--- src/include/bsp_consts.vh ---
// Constants for the backplane sequencer slave port
`ifndef BSP_CONSTS_VH
`define BSP_CONSTS_VH

// ==========================================
// Transaction type codes
`define BSP_TT_RESET 2'b00
`define BSP_TT_READ 2'b01
`define BSP_TT_WR16 2'b10
`define BSP_TT_WR32 2'b11

// ==========================================
// Reset selectors on the device-address lines
`define BSP_DEVA_REBOOT 6'h3f
`define BSP_DEVA_SOFT 6'h00

// ==========================================
// Register map (16-bit word addresses)
`define BSP_REG_CLKPORT 16'h0000
`define BSP_REG_GLOBAL_ENBL 16'h016e
`define BSP_REG_MUXSLCT 16'h016f
`define BSP_REG_INDICATOR 16'h0200
`define BSP_WIDE_LAST 16'h003f

// ==========================================
// Field positions and reset values
`define BSP_IND_ACTIVITY 0
`define BSP_IND_FORCE_ON 1
`define BSP_IND_FORCE_OFF 2
`define BSP_MUX_A_LSB 0
`define BSP_MUX_B_LSB 5
`define BSP_SEL_W 5
`define BSP_GEN_BIAS 0
`define BSP_GEN_CLOCK 1
`define BSP_RST_CLKPORT 32'h00000000
`define BSP_RST_IND 16'h0000
`define BSP_RST_MUX 16'h0000
`define BSP_RST_GEN 16'h0000

// ==========================================
// Timing
`define BSP_BOOT_MS 30
`define BSP_CLK_MHZ 100
`define BSP_BOOT_CYCLES (`BSP_BOOT_MS * 1000 * `BSP_CLK_MHZ)
`define BSP_CNT_W 22

`endif

--- src/core/bsp_slave_port.v ---
// Sequencer bus slave port of the clock and bias board
`timescale 1ns/1ps
`include "bsp_consts.vh"
// Notes on behaviour
// - Type 00 is reset; device-address lines pick reboot or soft reset.
// - Type 01 reads one 32-bit word from the selected board.
// - Type 10 writes one 16-bit word to the selected board.
// - Type 11 writes one 32-bit word to the selected board.
// - Reset and writes take one cycle; a read takes three.
// - Reset with all address lines high reboots and restores configuration defaults.
// - Reset with all address lines low clears functional state, keeps configuration.
// - Read address comes from data lines 15:0 while selected.
// - One clock after taking address, register contents drive the return bus.
// - Cycle after data is driven, master latches and device releases bus.
// - 32-bit writes reach only addresses 0x0000 to 0x003F.
// - 32-bit write: address from device-address lines, all 32 data bits stored.
// - 16-bit write: address from data 31:16, value from data 15:0.
// - Acknowledge strobe is neither driven nor used.
// - Read data is one 32-bit value on the 48-bit return bus.
// - Indicator dark until logic has booted and runs.
// - Indicator lit after boot until first valid access, then off until programmed.
// - Indicator bit 0 shows select activity, bit 1 forces on, bit 2 off.
// - Active-low shutdown input opens every bias and clock enable switch.
// - Each monitor output has its own selector over the 32 clocks.
// - Everything is synchronous to the rising edge of the board clock.

module bsp_slave_port #(
  parameter BOOT_CYCLES = `BSP_BOOT_CYCLES
) (
  input wire SYS_CLK,
  input wire RST_N,
  input wire BOARD_SEL_N,
  input wire [1:0] TRANSACTION_TYPE_LINES,
  input wire [5:0] DEVICE_ADDRESS_LINES,
  input wire [31:0] SEQUENCER_DATA_LINES,
  input wire SHUTDOWN_N,
  output reg [47:0] RETURN_DATA_BUS,
  output reg RETURN_DATA_OE,
  output reg REBOOT_REQUEST,
  output reg DIAG_INDICATOR,
  output reg [31:0] CLOCK_LEVELS,
  output reg BIAS_ENABLE,
  output reg CLOCK_ENABLE,
  output wire MONITOR_A,
  output wire MONITOR_B
);

  // ==========================================
  // Read-state codes
  localparam ST_IDLE = 2'b00;
  localparam ST_DRIVE = 2'b01;
  localparam ST_RELEASE = 2'b10;

  // ==========================================
  // Decoding of the bus type, used by the indicator process
  function is_access;
    input [1:0] tt;
    begin
      is_access = (tt != `BSP_TT_RESET);
    end
  endfunction

  // Register read decode
  function [31:0] read_mux;
    input [15:0] addr;
    input [31:0] lvl;
    input [15:0] gen;
    input [15:0] mux;
    input [15:0] ind;
    begin
      case (addr)
        `BSP_REG_CLKPORT: read_mux = lvl;
        `BSP_REG_GLOBAL_ENBL: read_mux = {16'h0000, gen};
        `BSP_REG_MUXSLCT: read_mux = {16'h0000, mux};
        `BSP_REG_INDICATOR: read_mux = {16'h0000, ind};
        default: read_mux = 32'h00000000;
      endcase
    end
  endfunction

  // ==========================================
  // Pin synchronisers: two flops before any logic looks at a pin
  // The bus is launched on the same board clock but still arrives on pins,
  // so every transaction is seen two clocks late by the decode below
  reg [1:0] sync_sel_n;
  reg [1:0] sync_tt0;
  reg [1:0] sync_tt1;
  reg [1:0] sync_shut_n;
  reg [5:0] meta_devaddr;
  reg [5:0] sync_devaddr;
  reg [31:0] meta_data;
  reg [31:0] sync_data;

  always @(posedge SYS_CLK or negedge RST_N) begin
    if (!RST_N) begin
      sync_sel_n <= 2'b11;
      sync_tt0 <= 2'b00;
      sync_tt1 <= 2'b00;
      sync_shut_n <= 2'b11;
      meta_devaddr <= 6'h00;
      sync_devaddr <= 6'h00;
      meta_data <= 32'h00000000;
      sync_data <= 32'h00000000;
    end else begin
      sync_sel_n <= {sync_sel_n[0], BOARD_SEL_N};
      sync_tt0 <= {sync_tt0[0], TRANSACTION_TYPE_LINES[0]};
      sync_tt1 <= {sync_tt1[0], TRANSACTION_TYPE_LINES[1]};
      sync_shut_n <= {sync_shut_n[0], SHUTDOWN_N};
      meta_devaddr <= DEVICE_ADDRESS_LINES;
      sync_devaddr <= meta_devaddr;
      meta_data <= SEQUENCER_DATA_LINES;
      sync_data <= meta_data;
    end
  end

  wire sel = ~sync_sel_n[1];
  wire [1:0] tt = {sync_tt1[1], sync_tt0[1]};
  wire shut = ~sync_shut_n[1];

  // ==========================================
  // Boot timer: logic counts as booted once the boot time has passed
  reg [`BSP_CNT_W-1:0] boot_cnt;
  reg booted;
  // Counter widened to the parameter's 32 bits for the compare, so the short
  // simulation value and the full boot time share one expression
  wire [31:0] boot_cnt_wide = {{(32-`BSP_CNT_W){1'b0}}, boot_cnt};
  wire boot_done = (boot_cnt_wide >= BOOT_CYCLES - 1);

  always @(posedge SYS_CLK or negedge RST_N) begin
    if (!RST_N) begin
      boot_cnt <= {`BSP_CNT_W{1'b0}};
      booted <= 1'b0;
    end else if (!booted) begin
      if (boot_done) begin
        booted <= 1'b1;
      end
      boot_cnt <= boot_cnt + 1'b1;
    end
  end

  // ==========================================
  // Transaction decode; a deselected cycle decodes to nothing
  wire start = sel && booted;
  wire rst_txn = start && (tt == `BSP_TT_RESET);
  wire do_reboot = rst_txn && (sync_devaddr == `BSP_DEVA_REBOOT);
  wire do_soft = rst_txn && (sync_devaddr == `BSP_DEVA_SOFT);
  wire wr16 = start && (tt == `BSP_TT_WR16);
  wire wr32 = start && (tt == `BSP_TT_WR32);
  wire [15:0] wr16_addr = sync_data[31:16];
  wire [15:0] wr16_val = sync_data[15:0];
  // Reset selectors other than all-high or all-low fall through and do nothing
  // Device-address lines only span 0x00..0x3f, the wide-write window
  wire [15:0] wr32_addr = {10'h000, sync_devaddr};

  // ==========================================
  // Configuration registers, returned to defaults only by reboot
  reg [15:0] gen_enbl;
  reg [15:0] mux_sel;
  reg [15:0] ind_ctl;

  always @(posedge SYS_CLK or negedge RST_N) begin
    if (!RST_N) begin
      CLOCK_LEVELS <= `BSP_RST_CLKPORT;
      gen_enbl <= `BSP_RST_GEN;
      mux_sel <= `BSP_RST_MUX;
      ind_ctl <= `BSP_RST_IND;
    end else if (do_reboot) begin
      CLOCK_LEVELS <= `BSP_RST_CLKPORT;
      gen_enbl <= `BSP_RST_GEN;
      mux_sel <= `BSP_RST_MUX;
      ind_ctl <= `BSP_RST_IND;
    end else if (wr32 && wr32_addr <= `BSP_WIDE_LAST) begin
      if (wr32_addr == `BSP_REG_CLKPORT) begin
        CLOCK_LEVELS <= sync_data;
      end
    end else if (wr16) begin
      case (wr16_addr)
        `BSP_REG_GLOBAL_ENBL: gen_enbl <= wr16_val;
        `BSP_REG_MUXSLCT: mux_sel <= wr16_val;
        `BSP_REG_INDICATOR: ind_ctl <= wr16_val;
        default: gen_enbl <= gen_enbl;
      endcase
    end
  end

  // ==========================================
  // Reboot request pulse, for the boot-memory loader
  always @(posedge SYS_CLK or negedge RST_N) begin
    if (!RST_N) begin
      REBOOT_REQUEST <= 1'b0;
    end else begin
      REBOOT_REQUEST <= do_reboot;
    end
  end

  // ==========================================
  // Read sequencer: address cycle, drive cycle, release cycle.
  // Functional state, so soft reset and reboot both clear it.
  // Requests are not looked at during the drive and release cycles, where
  // the master still holds select for the same read.
  reg [1:0] rd_state;
  reg [15:0] rd_addr;

  always @(posedge SYS_CLK or negedge RST_N) begin
    if (!RST_N) begin
      rd_state <= ST_IDLE;
      rd_addr <= 16'h0000;
      RETURN_DATA_BUS <= 48'h000000000000;
      RETURN_DATA_OE <= 1'b0;
    end else if (do_soft || do_reboot) begin
      rd_state <= ST_IDLE;
      RETURN_DATA_OE <= 1'b0;
      RETURN_DATA_BUS <= 48'h000000000000;
    end else begin
      case (rd_state)
        ST_IDLE: begin
          RETURN_DATA_OE <= 1'b0;
          if (start && tt == `BSP_TT_READ) begin
            rd_addr <= sync_data[15:0];
            rd_state <= ST_DRIVE;
          end
        end
        ST_DRIVE: begin
          // Upper 16 lanes stay zero: one 32-bit value per transfer
          RETURN_DATA_BUS <= {16'h0000,
            read_mux(rd_addr, CLOCK_LEVELS, gen_enbl, mux_sel, ind_ctl)};
          RETURN_DATA_OE <= 1'b1;
          rd_state <= ST_RELEASE;
        end
        ST_RELEASE: begin
          RETURN_DATA_OE <= 1'b0;
          rd_state <= ST_IDLE;
        end
        default: begin
          rd_state <= ST_IDLE;
          RETURN_DATA_OE <= 1'b0;
        end
      endcase
    end
  end

  // ==========================================
  // Diagnostic indicator: dark while booting, lit until first access,
  // then follows the control register. Force-off beats force-on.
  // The activity bit follows the synchronised select, one clock behind it.
  reg seen_access;

  always @(posedge SYS_CLK or negedge RST_N) begin
    if (!RST_N) begin
      seen_access <= 1'b0;
      DIAG_INDICATOR <= 1'b0;
    end else begin
      if (start && is_access(tt)) begin
        seen_access <= 1'b1;
      end
      if (!booted) begin
        DIAG_INDICATOR <= 1'b0;
      end else if (!seen_access) begin
        DIAG_INDICATOR <= 1'b1;
      end else if (ind_ctl[`BSP_IND_FORCE_OFF]) begin
        DIAG_INDICATOR <= 1'b0;
      end else if (ind_ctl[`BSP_IND_FORCE_ON]) begin
        DIAG_INDICATOR <= 1'b1;
      end else begin
        DIAG_INDICATOR <= ind_ctl[`BSP_IND_ACTIVITY] & sel;
      end
    end
  end

  // ==========================================
  // Output isolation: shutdown overrides software enables
  // Shutdown passes the pin synchroniser, so isolation lags the pin by three
  // clocks; the trade buys freedom from metastable enable glitches
  always @(posedge SYS_CLK or negedge RST_N) begin
    if (!RST_N) begin
      BIAS_ENABLE <= 1'b0;
      CLOCK_ENABLE <= 1'b0;
    end else begin
      BIAS_ENABLE <= gen_enbl[`BSP_GEN_BIAS] & ~shut;
      CLOCK_ENABLE <= gen_enbl[`BSP_GEN_CLOCK] & ~shut;
    end
  end

  // ==========================================
  // Front-panel monitor selectors; each output is a flop in the child
  bsp_clock_monitor u_mon_a (
    .clk(SYS_CLK),
    .rst_n(RST_N),
    .clocks(CLOCK_LEVELS),
    .select(mux_sel[`BSP_MUX_A_LSB +: `BSP_SEL_W]),
    .monitor(MONITOR_A)
  );

  bsp_clock_monitor u_mon_b (
    .clk(SYS_CLK),
    .rst_n(RST_N),
    .clocks(CLOCK_LEVELS),
    .select(mux_sel[`BSP_MUX_B_LSB +: `BSP_SEL_W]),
    .monitor(MONITOR_B)
  );

  // The acknowledge strobe has no port at all.

endmodule

--- src/core/bsp_clock_monitor.v ---
// Clock monitor multiplexer: routes one of the 32 clock outputs to a test point
`timescale 1ns/1ps
`include "bsp_consts.vh"

module bsp_clock_monitor (
  input wire clk,
  input wire rst_n,
  input wire [31:0] clocks,
  input wire [`BSP_SEL_W-1:0] select,
  output reg monitor
);

  // ==========================================
  // Registered mux so the pin comes straight from a flop
  always @(posedge clk or negedge rst_n) begin
    if (!rst_n) begin
      monitor <= 1'b0;
    end else begin
      monitor <= clocks[select];
    end
  end

endmodule

--- config.mk ---
export PLATFORM = sky130hd
export DESIGN_NAME = bsp_slave_port
export DESIGN_NICKNAME = d
export VERILOG_FILES = /design/src/core/bsp_slave_port.v /design/src/core/bsp_clock_monitor.v
export VERILOG_INCLUDE_DIRS = /design/src /design/src/include
export SDC_FILE = /design/constraint.sdc
export NUM_CORES = 1
export LEC_CHECK = 0
export BUFFER_PORTS_ARGS = -buffer_cell sky130_fd_sc_hd__clkbuf_2
export CORE_MARGIN = 5
export CORE_UTILIZATION = 30
export DETAILED_ROUTE_END_ITERATION = 10
export HOLD_SLACK_MARGIN = 0.03
export PLACE_DENSITY = 0.49
export SETUP_SLACK_MARGIN = 0.5
export SLEW_MARGIN = 20
export SYNTH_ARGS = -nofsm -noshare
export SYNTH_HDL_FRONTEND = slang
export SYNTH_HIERARCHICAL = 1
export SYNTH_SLANG_ARGS = --single-unit
export TNS_END_PERCENT = 5
--- constraint.sdc ---
create_clock -name SYS_CLK -period 2.1 [get_ports SYS_CLK]
set_input_delay 0.42 -clock SYS_CLK [delete_from_list [all_inputs] [get_ports SYS_CLK]]
set_output_delay 0.42 -clock SYS_CLK [all_outputs]
set_load 0.1 [all_outputs]
# --- Word-level counts from Yosys, hierarchy flattened ---
# Cells that the tools add are included.
op_classes:
  n_addsub: 1
  order_cmp: 4
  n_eq_ne: 13
  mux: 33
  bitwise_logic: 5
  reduce_logical: 28
ops:
  columns: ["cell", "n"]
  rows:
  - ["$mux W16", 12]
  - ["$pmux W32 S4", 1]
  - ["$mux W32", 3]
  - ["$mux W48", 2]
  - ["$eq A16 B9 Y1 const B", 4]
  - ["$eq A16 B10 Y1 const B", 2]
  - ["$logic_not A16 Y1", 2]
  - ["$add A22 B1 Y22 const B", 1]
  - ["$ge A22 B22 Y1 const B", 1]
  - ["$reduce_bool A2 Y1", 8]
  - ["$lt A5 B6 Y1 const B", 2]
  - ["$reduce_and A3 Y1", 4]
  - ["$bmux W1 S5", 2]
  - ["$mux W1", 10]
  - ["$logic_and A1 B1 Y1", 9]
  - ["$eq A6 B6 Y1 const B", 1]
  - ["$le A6 B6 Y1 const B", 1]
  - ["$logic_not A6 Y1", 1]
  - ["$eq A2 B1 Y1 const B", 2]
  - ["$eq A2 B2 Y1 const B", 2]
  - ["$logic_not A2 Y1", 2]
  - ["$mux W2", 2]
  - ["$pmux W2 S2", 1]
  - ["$and A1 B1 Y1", 3]
  - ["other kinds (5)", 6]
word_totals:
  reg_bits: 261
  input_bits: 44
  output_inout_bits: 87

# --- Longest topological paths before layout ---
depth:
  word_depth: 7
  ltp_mapped: 8
  depth_no_buf: 6

# --- Modules after synthesis ---
# Netlist, hierarchy kept.
modules_own_cells:
  columns: ["module", "instances", "cells_each", "area_each_um2", "seq_area_each_um2"]
  rows:
  - ["bsp_slave_port", 1, 666, 9081.2, 6085.8]
  - ["bsp_clock_monitor", 2, 42, 350.3, 25.0]

# --- Worst setup path before layout ---
# OpenSTA, ideal clock, no wires.
synth_timing:
  kind: "flip-flop to flip-flop"
  startpoint: "reg sync_data[26]"
  endpoint: "reg mux_sel[5]"
  setup_ns: 0.121
  t_arrival_ns: 1.920
  t_required_ns: 1.979
  slack_ns: 0.060
  stages_incl_launch_ff: 7
  path_cell_list: "dfrtp_1 or4_4 or3_4 o21ai_2 nand2_2 buf_6 a22o_1"
synth_via:
  elab_chain_cells: 3
synth_lines:
  columns: ["item", "line", "source"]
  rows:
  - ["start, declared", "bsp_slave_port.v:92", "reg [31:0] sync_data;"]
  - ["start signal, assigned", "bsp_slave_port.v:112", "sync_data <= meta_data;"]
  - ["$eq A16 B9 Y1", "bsp_slave_port.v:177", "case (wr16_addr)"]
  - ["$reduce_bool A2 Y1 (no source line)", null, null]
  - ["$reduce_and A3 Y1 (no source line)", null, null]
  - ["end signal, assigned", "bsp_slave_port.v:165", "mux_sel <= `BSP_RST_MUX;"]
  - ["end signal, assigned", "bsp_slave_port.v:170", "mux_sel <= `BSP_RST_MUX;"]
  - ["end signal, assigned", "bsp_slave_port.v:179", "`BSP_REG_MUXSLCT: mux_sel <= wr16_val;"]
  - ["end, declared", "bsp_slave_port.v:158", "reg [15:0] mux_sel;"]
# No other way between the ends.
# A chain may end at the register's enable or synchronous reset.

# --- Final worst setup path ---
layout_timing:
  startpoint: "reg sync_data[23]"
  endpoint: "reg gen_enbl[14]"
layout_via:
  elab_chain_cells: 3
layout_lines:
  columns: ["item", "line", "source"]
  rows:
  - ["$eq A16 B9 Y1", "bsp_slave_port.v:177", null]
  - ["$reduce_bool A2 Y1 (no source line)", null, null]
  - ["$reduce_and A3 Y1 (no source line)", null, null]
  - ["end signal, assigned", "bsp_slave_port.v:169", "gen_enbl <= `BSP_RST_GEN;"]
  - ["end signal, assigned", "bsp_slave_port.v:178", "`BSP_REG_GLOBAL_ENBL: gen_enbl <= wr16_val;"]
  - ["end signal, assigned", "bsp_slave_port.v:181", "default: gen_enbl <= gen_enbl;"]
  - ["end, declared", "bsp_slave_port.v:157", "reg [15:0] gen_enbl;"]
# No other way between the ends.

==> results summary <==
The via count of the first global-routing pass is roughly 7000. The residual DRC count came out at 0. Clock-pin slew was measured on the worst setup and hold paths at about 0.060 ns. The total number of clock tree sinks came out at between 200 and 250. The gate count of the mapped netlist came out at 750. Routed signal wires occupy layers up through met4. In this run the worst setup path begins at sync_data[23].

The number of max-cap violations came out at 0. The aggregate routed wire length is approximately 28000 µm. In the layout the commonest cells are sky130_fd_sc_hd__dfrtp_1, sky130_fd_sc_hd__a22o_1, sky130_fd_sc_hd__mux2i_1.

In the final routing, the length of wire on met1 measures 12800 µm. The critical path buffer and inverter count is 0. The final cell count without fillers came out at between 1000 and 1500. The violation count after the first detailed-routing iteration came out at 440. The worst path needs 2.06 ns of the cycle, external delays included. The met2 wire length is about 13000 µm. Of the cells placed in the final design, the portion with a size suffix greater than 1 is 0.364. The final count of negative-setup-slack endpoints came out at 0. The number of enable-type register cells in the synthesized netlist came out at 0. In the finished design, the share of the clock period the worst path needs comes to 0.979. The commonest register cell after synthesis is sky130_fd_sc_hd__dfrtp_1. The number of rows in the core area came out at 66.

The TritonCTS clock tree is done. STA puts the critical path data required time at 2.52 ns. Entering global routing, the biggest net connects 58 pins.

The routed via count is between 6000 and 7000. In the global route stage, overall resource usage came out at 0.151. The number of placed instances with taps included is about 1300. The highest cell delay on the worst timing path came out at roughly 0.55 ns. The gate family responsible for the most delay along the worst path is simple AND/OR/NAND/NOR gates. The level count of the clock H-tree is 1. The placed instance area came out at between 0.01 and 0.015 mm². The worst setup path is captured at a register. The remaining max-slew budget at the tightest pin came out at 0.518.

The proportion of synthesized chip area in sequential cells is 0.627. The routed length per placed instance is 19.8 µm. The library cell used most frequently in the layout, excluding fill and tap cells, is sky130_fd_sc_hd__dfrtp_1. The clock skew is roughly 0.015 ns. In this run the critical register-to-register path is captured at gen_enbl[14]. The number of buffers inserted during clock tree synthesis is 27. The fraction of registers with async set/reset came out at 1.00.

The number of diodes added for antenna fixing came out at 0. At the worst endpoint, the arrival time is 2.48 ns. The reported leakage power came out at a little over 6 nW. Based on the critical path, the design can be clocked at up to about 490 MHz. The tightest hold path in the finished design has a slack of about 0.35 ns. The total core area is roughly 0.032 mm². Adding up every negative setup slack in the final design gives 0 ns. The critical path is of the register to register type. The met3 wire length is ~1200 µm. The path length in cells of the critical path is 5. The number of antenna violations at the first check in global routing came out at 0. After synthesis, the largest family of logic cells by area is compound AO/OA/AOI/OAI gates.

For this run, the share of the core covered by cells in the final layout is 0.427. The number of failing hold endpoints at the final stage is 0. The run finished with clean final reports.

The compound-cell area share of the yosys netlist is 0.132. The total congestion overflow after global routing is 0. The number of warning messages in the yosys log is 6. The highest-delay cell along the critical path is sky130_fd_sc_hd__or4_4. The transition time at the pin with the least slew margin is between 0.7 and 0.8 ns. The worst setup path is launched from a register.

The number of filler cells placed in the layout is between 3000 and 4000. In this run the horizontal extent of the chip is around 190 µm. The tree is rooted in a sky130_fd_sc_hd__clkbuf_16. Of the total synthesized cell area, the portion taken by AND, OR, NAND and NOR gates is 0.0973. The post-synthesis share of cell area spent on xor and xnor gates came out at 0.0188.

Before antenna repair, the detailed router went through 5 iterations. The cell depth of the worst flop-to-flop path came out at 5. The portion of synthesized area spent on multiplexers is 0.0851. In this run the tool buffered the top-level ports with between 100 and 150 buffer cells. The setup slack of the critical path after layout is around 0.044 ns. The via density per instance came out at 4.78. The adder-cell area share of the yosys netlist came out at 0.00128. The maximum clock path buffer count is 3. Synthesis instantiated 56 different standard cells from the library. The effective utilization at floorplan came out at 0.302.

In the final design database the tool counted about 990 nets. The die area is between 0.03 and 0.04 mm². The area used by multi-input combinational logic came out at 0.00378 mm².

The synthesized design contains 245 register bits. The number of pins with negative max-slew slack in the final report is 0. The final cell area excluding filler cells came out at around 0.014 mm².

The overall power of the completed layout came out at about 10 mW. In this run the critical register-to-register path is launched from sync_data[23]. The termination of the worst setup path is gen_enbl[14]. Setup repair after global routing could not meet its margin everywhere. The first global-routing pass estimated 42900 µm of wire. The clock latency at the later pin of the worst-skew pair is between 0.5 and 0.6 ns. The number of antenna-violating nets in the routed design came out at 0. The weighted congestion at the end of routability-driven global placement is around 0.79.

The worst reg-to-reg setup slack is ~0.044 ns. Detailed placement finished with a half-perimeter wire length of 18300 µm. The worst hold path depth is 0. The biggest fanout along the worst timing path came out at 8. During I/O placement, the number of pins put on the boundary was 131. The worst slack after detailed placement is -0.171 ns. After synthesis the cells add up to roughly 0.01 mm². The mean cell area of the mapped netlist is about 13 µm². The vertical die dimension is 191 µm.

The worst hold path belongs to the class register to register. The power per cell area is ~720 mW/mm². The combined flip-flop and latch cell area came out at approximately 0.0062 mm². Walking the worst path, the cells encountered are or4_4 > or3_4 > o21ai_4 > nand2_4 > a22o_1. The synthesis-to-finish area growth came out at 41.3%. The peak ir drop on the vdd network is ~0.54 mV.
-- how the worst min path moves through the flow --
stage	start	to	slack, ns
floorplan	RST_N	BIAS_ENABLE	0.12
global placement	meta_data[20]	sync_data[20]	0.33
detailed placement	meta_data[4]	sync_data[4]	0.33
CTS	meta_data[4]	sync_data[4]	0.35
global route	meta_data[26]	sync_data[26]	0.35
finish	meta_data[26]	sync_data[26]	0.35
-- power by group --
| group | switching, mW | internal, mW | leakage [nW] |
|---|---|---|---|
| registers | 0.0766 | 4.81 | 3.14 |
| logic | 0.270 | 0.120 | 2.53 |
| clock network | 1.90 | 2.82 | 0.445 |
-- layout make-up --
class,count,share of cell area
Sequential cell,245,0.447
Clock inverter,13,0.00977
Timing Repair Buffer,200,0.172
Tap cell,442,0.0400
Multi-Input combinational cell,463,0.274
Clock buffer,36,0.0557
Inverter,4,0.00109
-- state kept, by name, summed over array words and instances, names as in the netlist, 2 cells and up --
| signal | flops |
|---|---|
| sync_sel_n | 2 |
| sync_data | 32 |
| RETURN_DATA_BUS | 32 |
| meta_data | 32 |
| gen_enbl | 16 |
| sync_devaddr | 6 |
| meta_devaddr | 6 |
| sync_tt1 | 2 |
| rd_addr | 16 |
| boot_cnt | 22 |
| sync_shut_n | 2 |
| CLOCK_LEVELS | 32 |
| sync_tt0 | 2 |
| rd_state | 2 |
| ind_ctl | 16 |
| mux_sel | 16 |
-- worst register-to-register path, cell delays in order, from the launching register on --
cell                      delay [ns]
sky130_fd_sc_hd__dfrtp_1        0.38
sky130_fd_sc_hd__or4_4          0.55
sky130_fd_sc_hd__or3_4          0.37
sky130_fd_sc_hd__o21ai_4        0.24
sky130_fd_sc_hd__nand2_4        0.16
sky130_fd_sc_hd__a22o_1         0.26
-- cells by family (layout without fill, tap and decap cells) --
kind of cell,after synthesis,after routing
AO/OA/AOI/OAI,160,160
XOR/XNOR,21,21
adder cells (fa/ha/maj),1,1
buffers and inverters,58,253
flip-flops,245,245
multiplexers,81,81
other,1,16
AND/OR/NAND/NOR,183,184
-- layer usage --
metal,vias up,track usage
met4,0,0.0312
met2,161,0.244
met1,3442,0.214
met5,-,0
met3,31,0.0275
li1,3078,-
-- synthesized netlist by cell type, drive strengths merged, types with 2 or more instances --
cell	instances	area share
nand4b	5	0.0045
mux2i	64	0.065
nand2	58	0.023
xor2	6	0.0054
a21oi	24	0.012
clkbuf	15	0.0058
and3	9	0.0058
a311o	2	0.0020
nand4	20	0.013
a211oi	2	0.0015
o21ai	4	0.0028
and2	6	0.0038
nor2b	4	0.0026
or4	2	0.0019
a22o	64	0.057
nor4	4	0.0032
buf	39	0.031
o21a	3	0.0031
nand3	19	0.0097
inv	4	0.0015
nand2b	6	0.0038
a21bo	16	0.016
nor3	10	0.0056
dfstp	4	0.011
xnor2	15	0.013
and2b	2	0.0015
mux2	17	0.020
a22oi	24	0.018
dfrtp	241	0.62
nor2	33	0.015
o22ai	16	0.010
-- timing repair --
item | 4_1_cts | 5_1_grt
resized for setup | 18 | 535
endpoints found under the hold margin | 81 | 0
endpoints found under the setup margin | 213 | 217
pin swaps | 32 | 116
cloned | 3 | 1
hold buffers | 43 | 0
setup buffers | 4 | 2
Note: power is estimated with default switching activity, not from simulation.
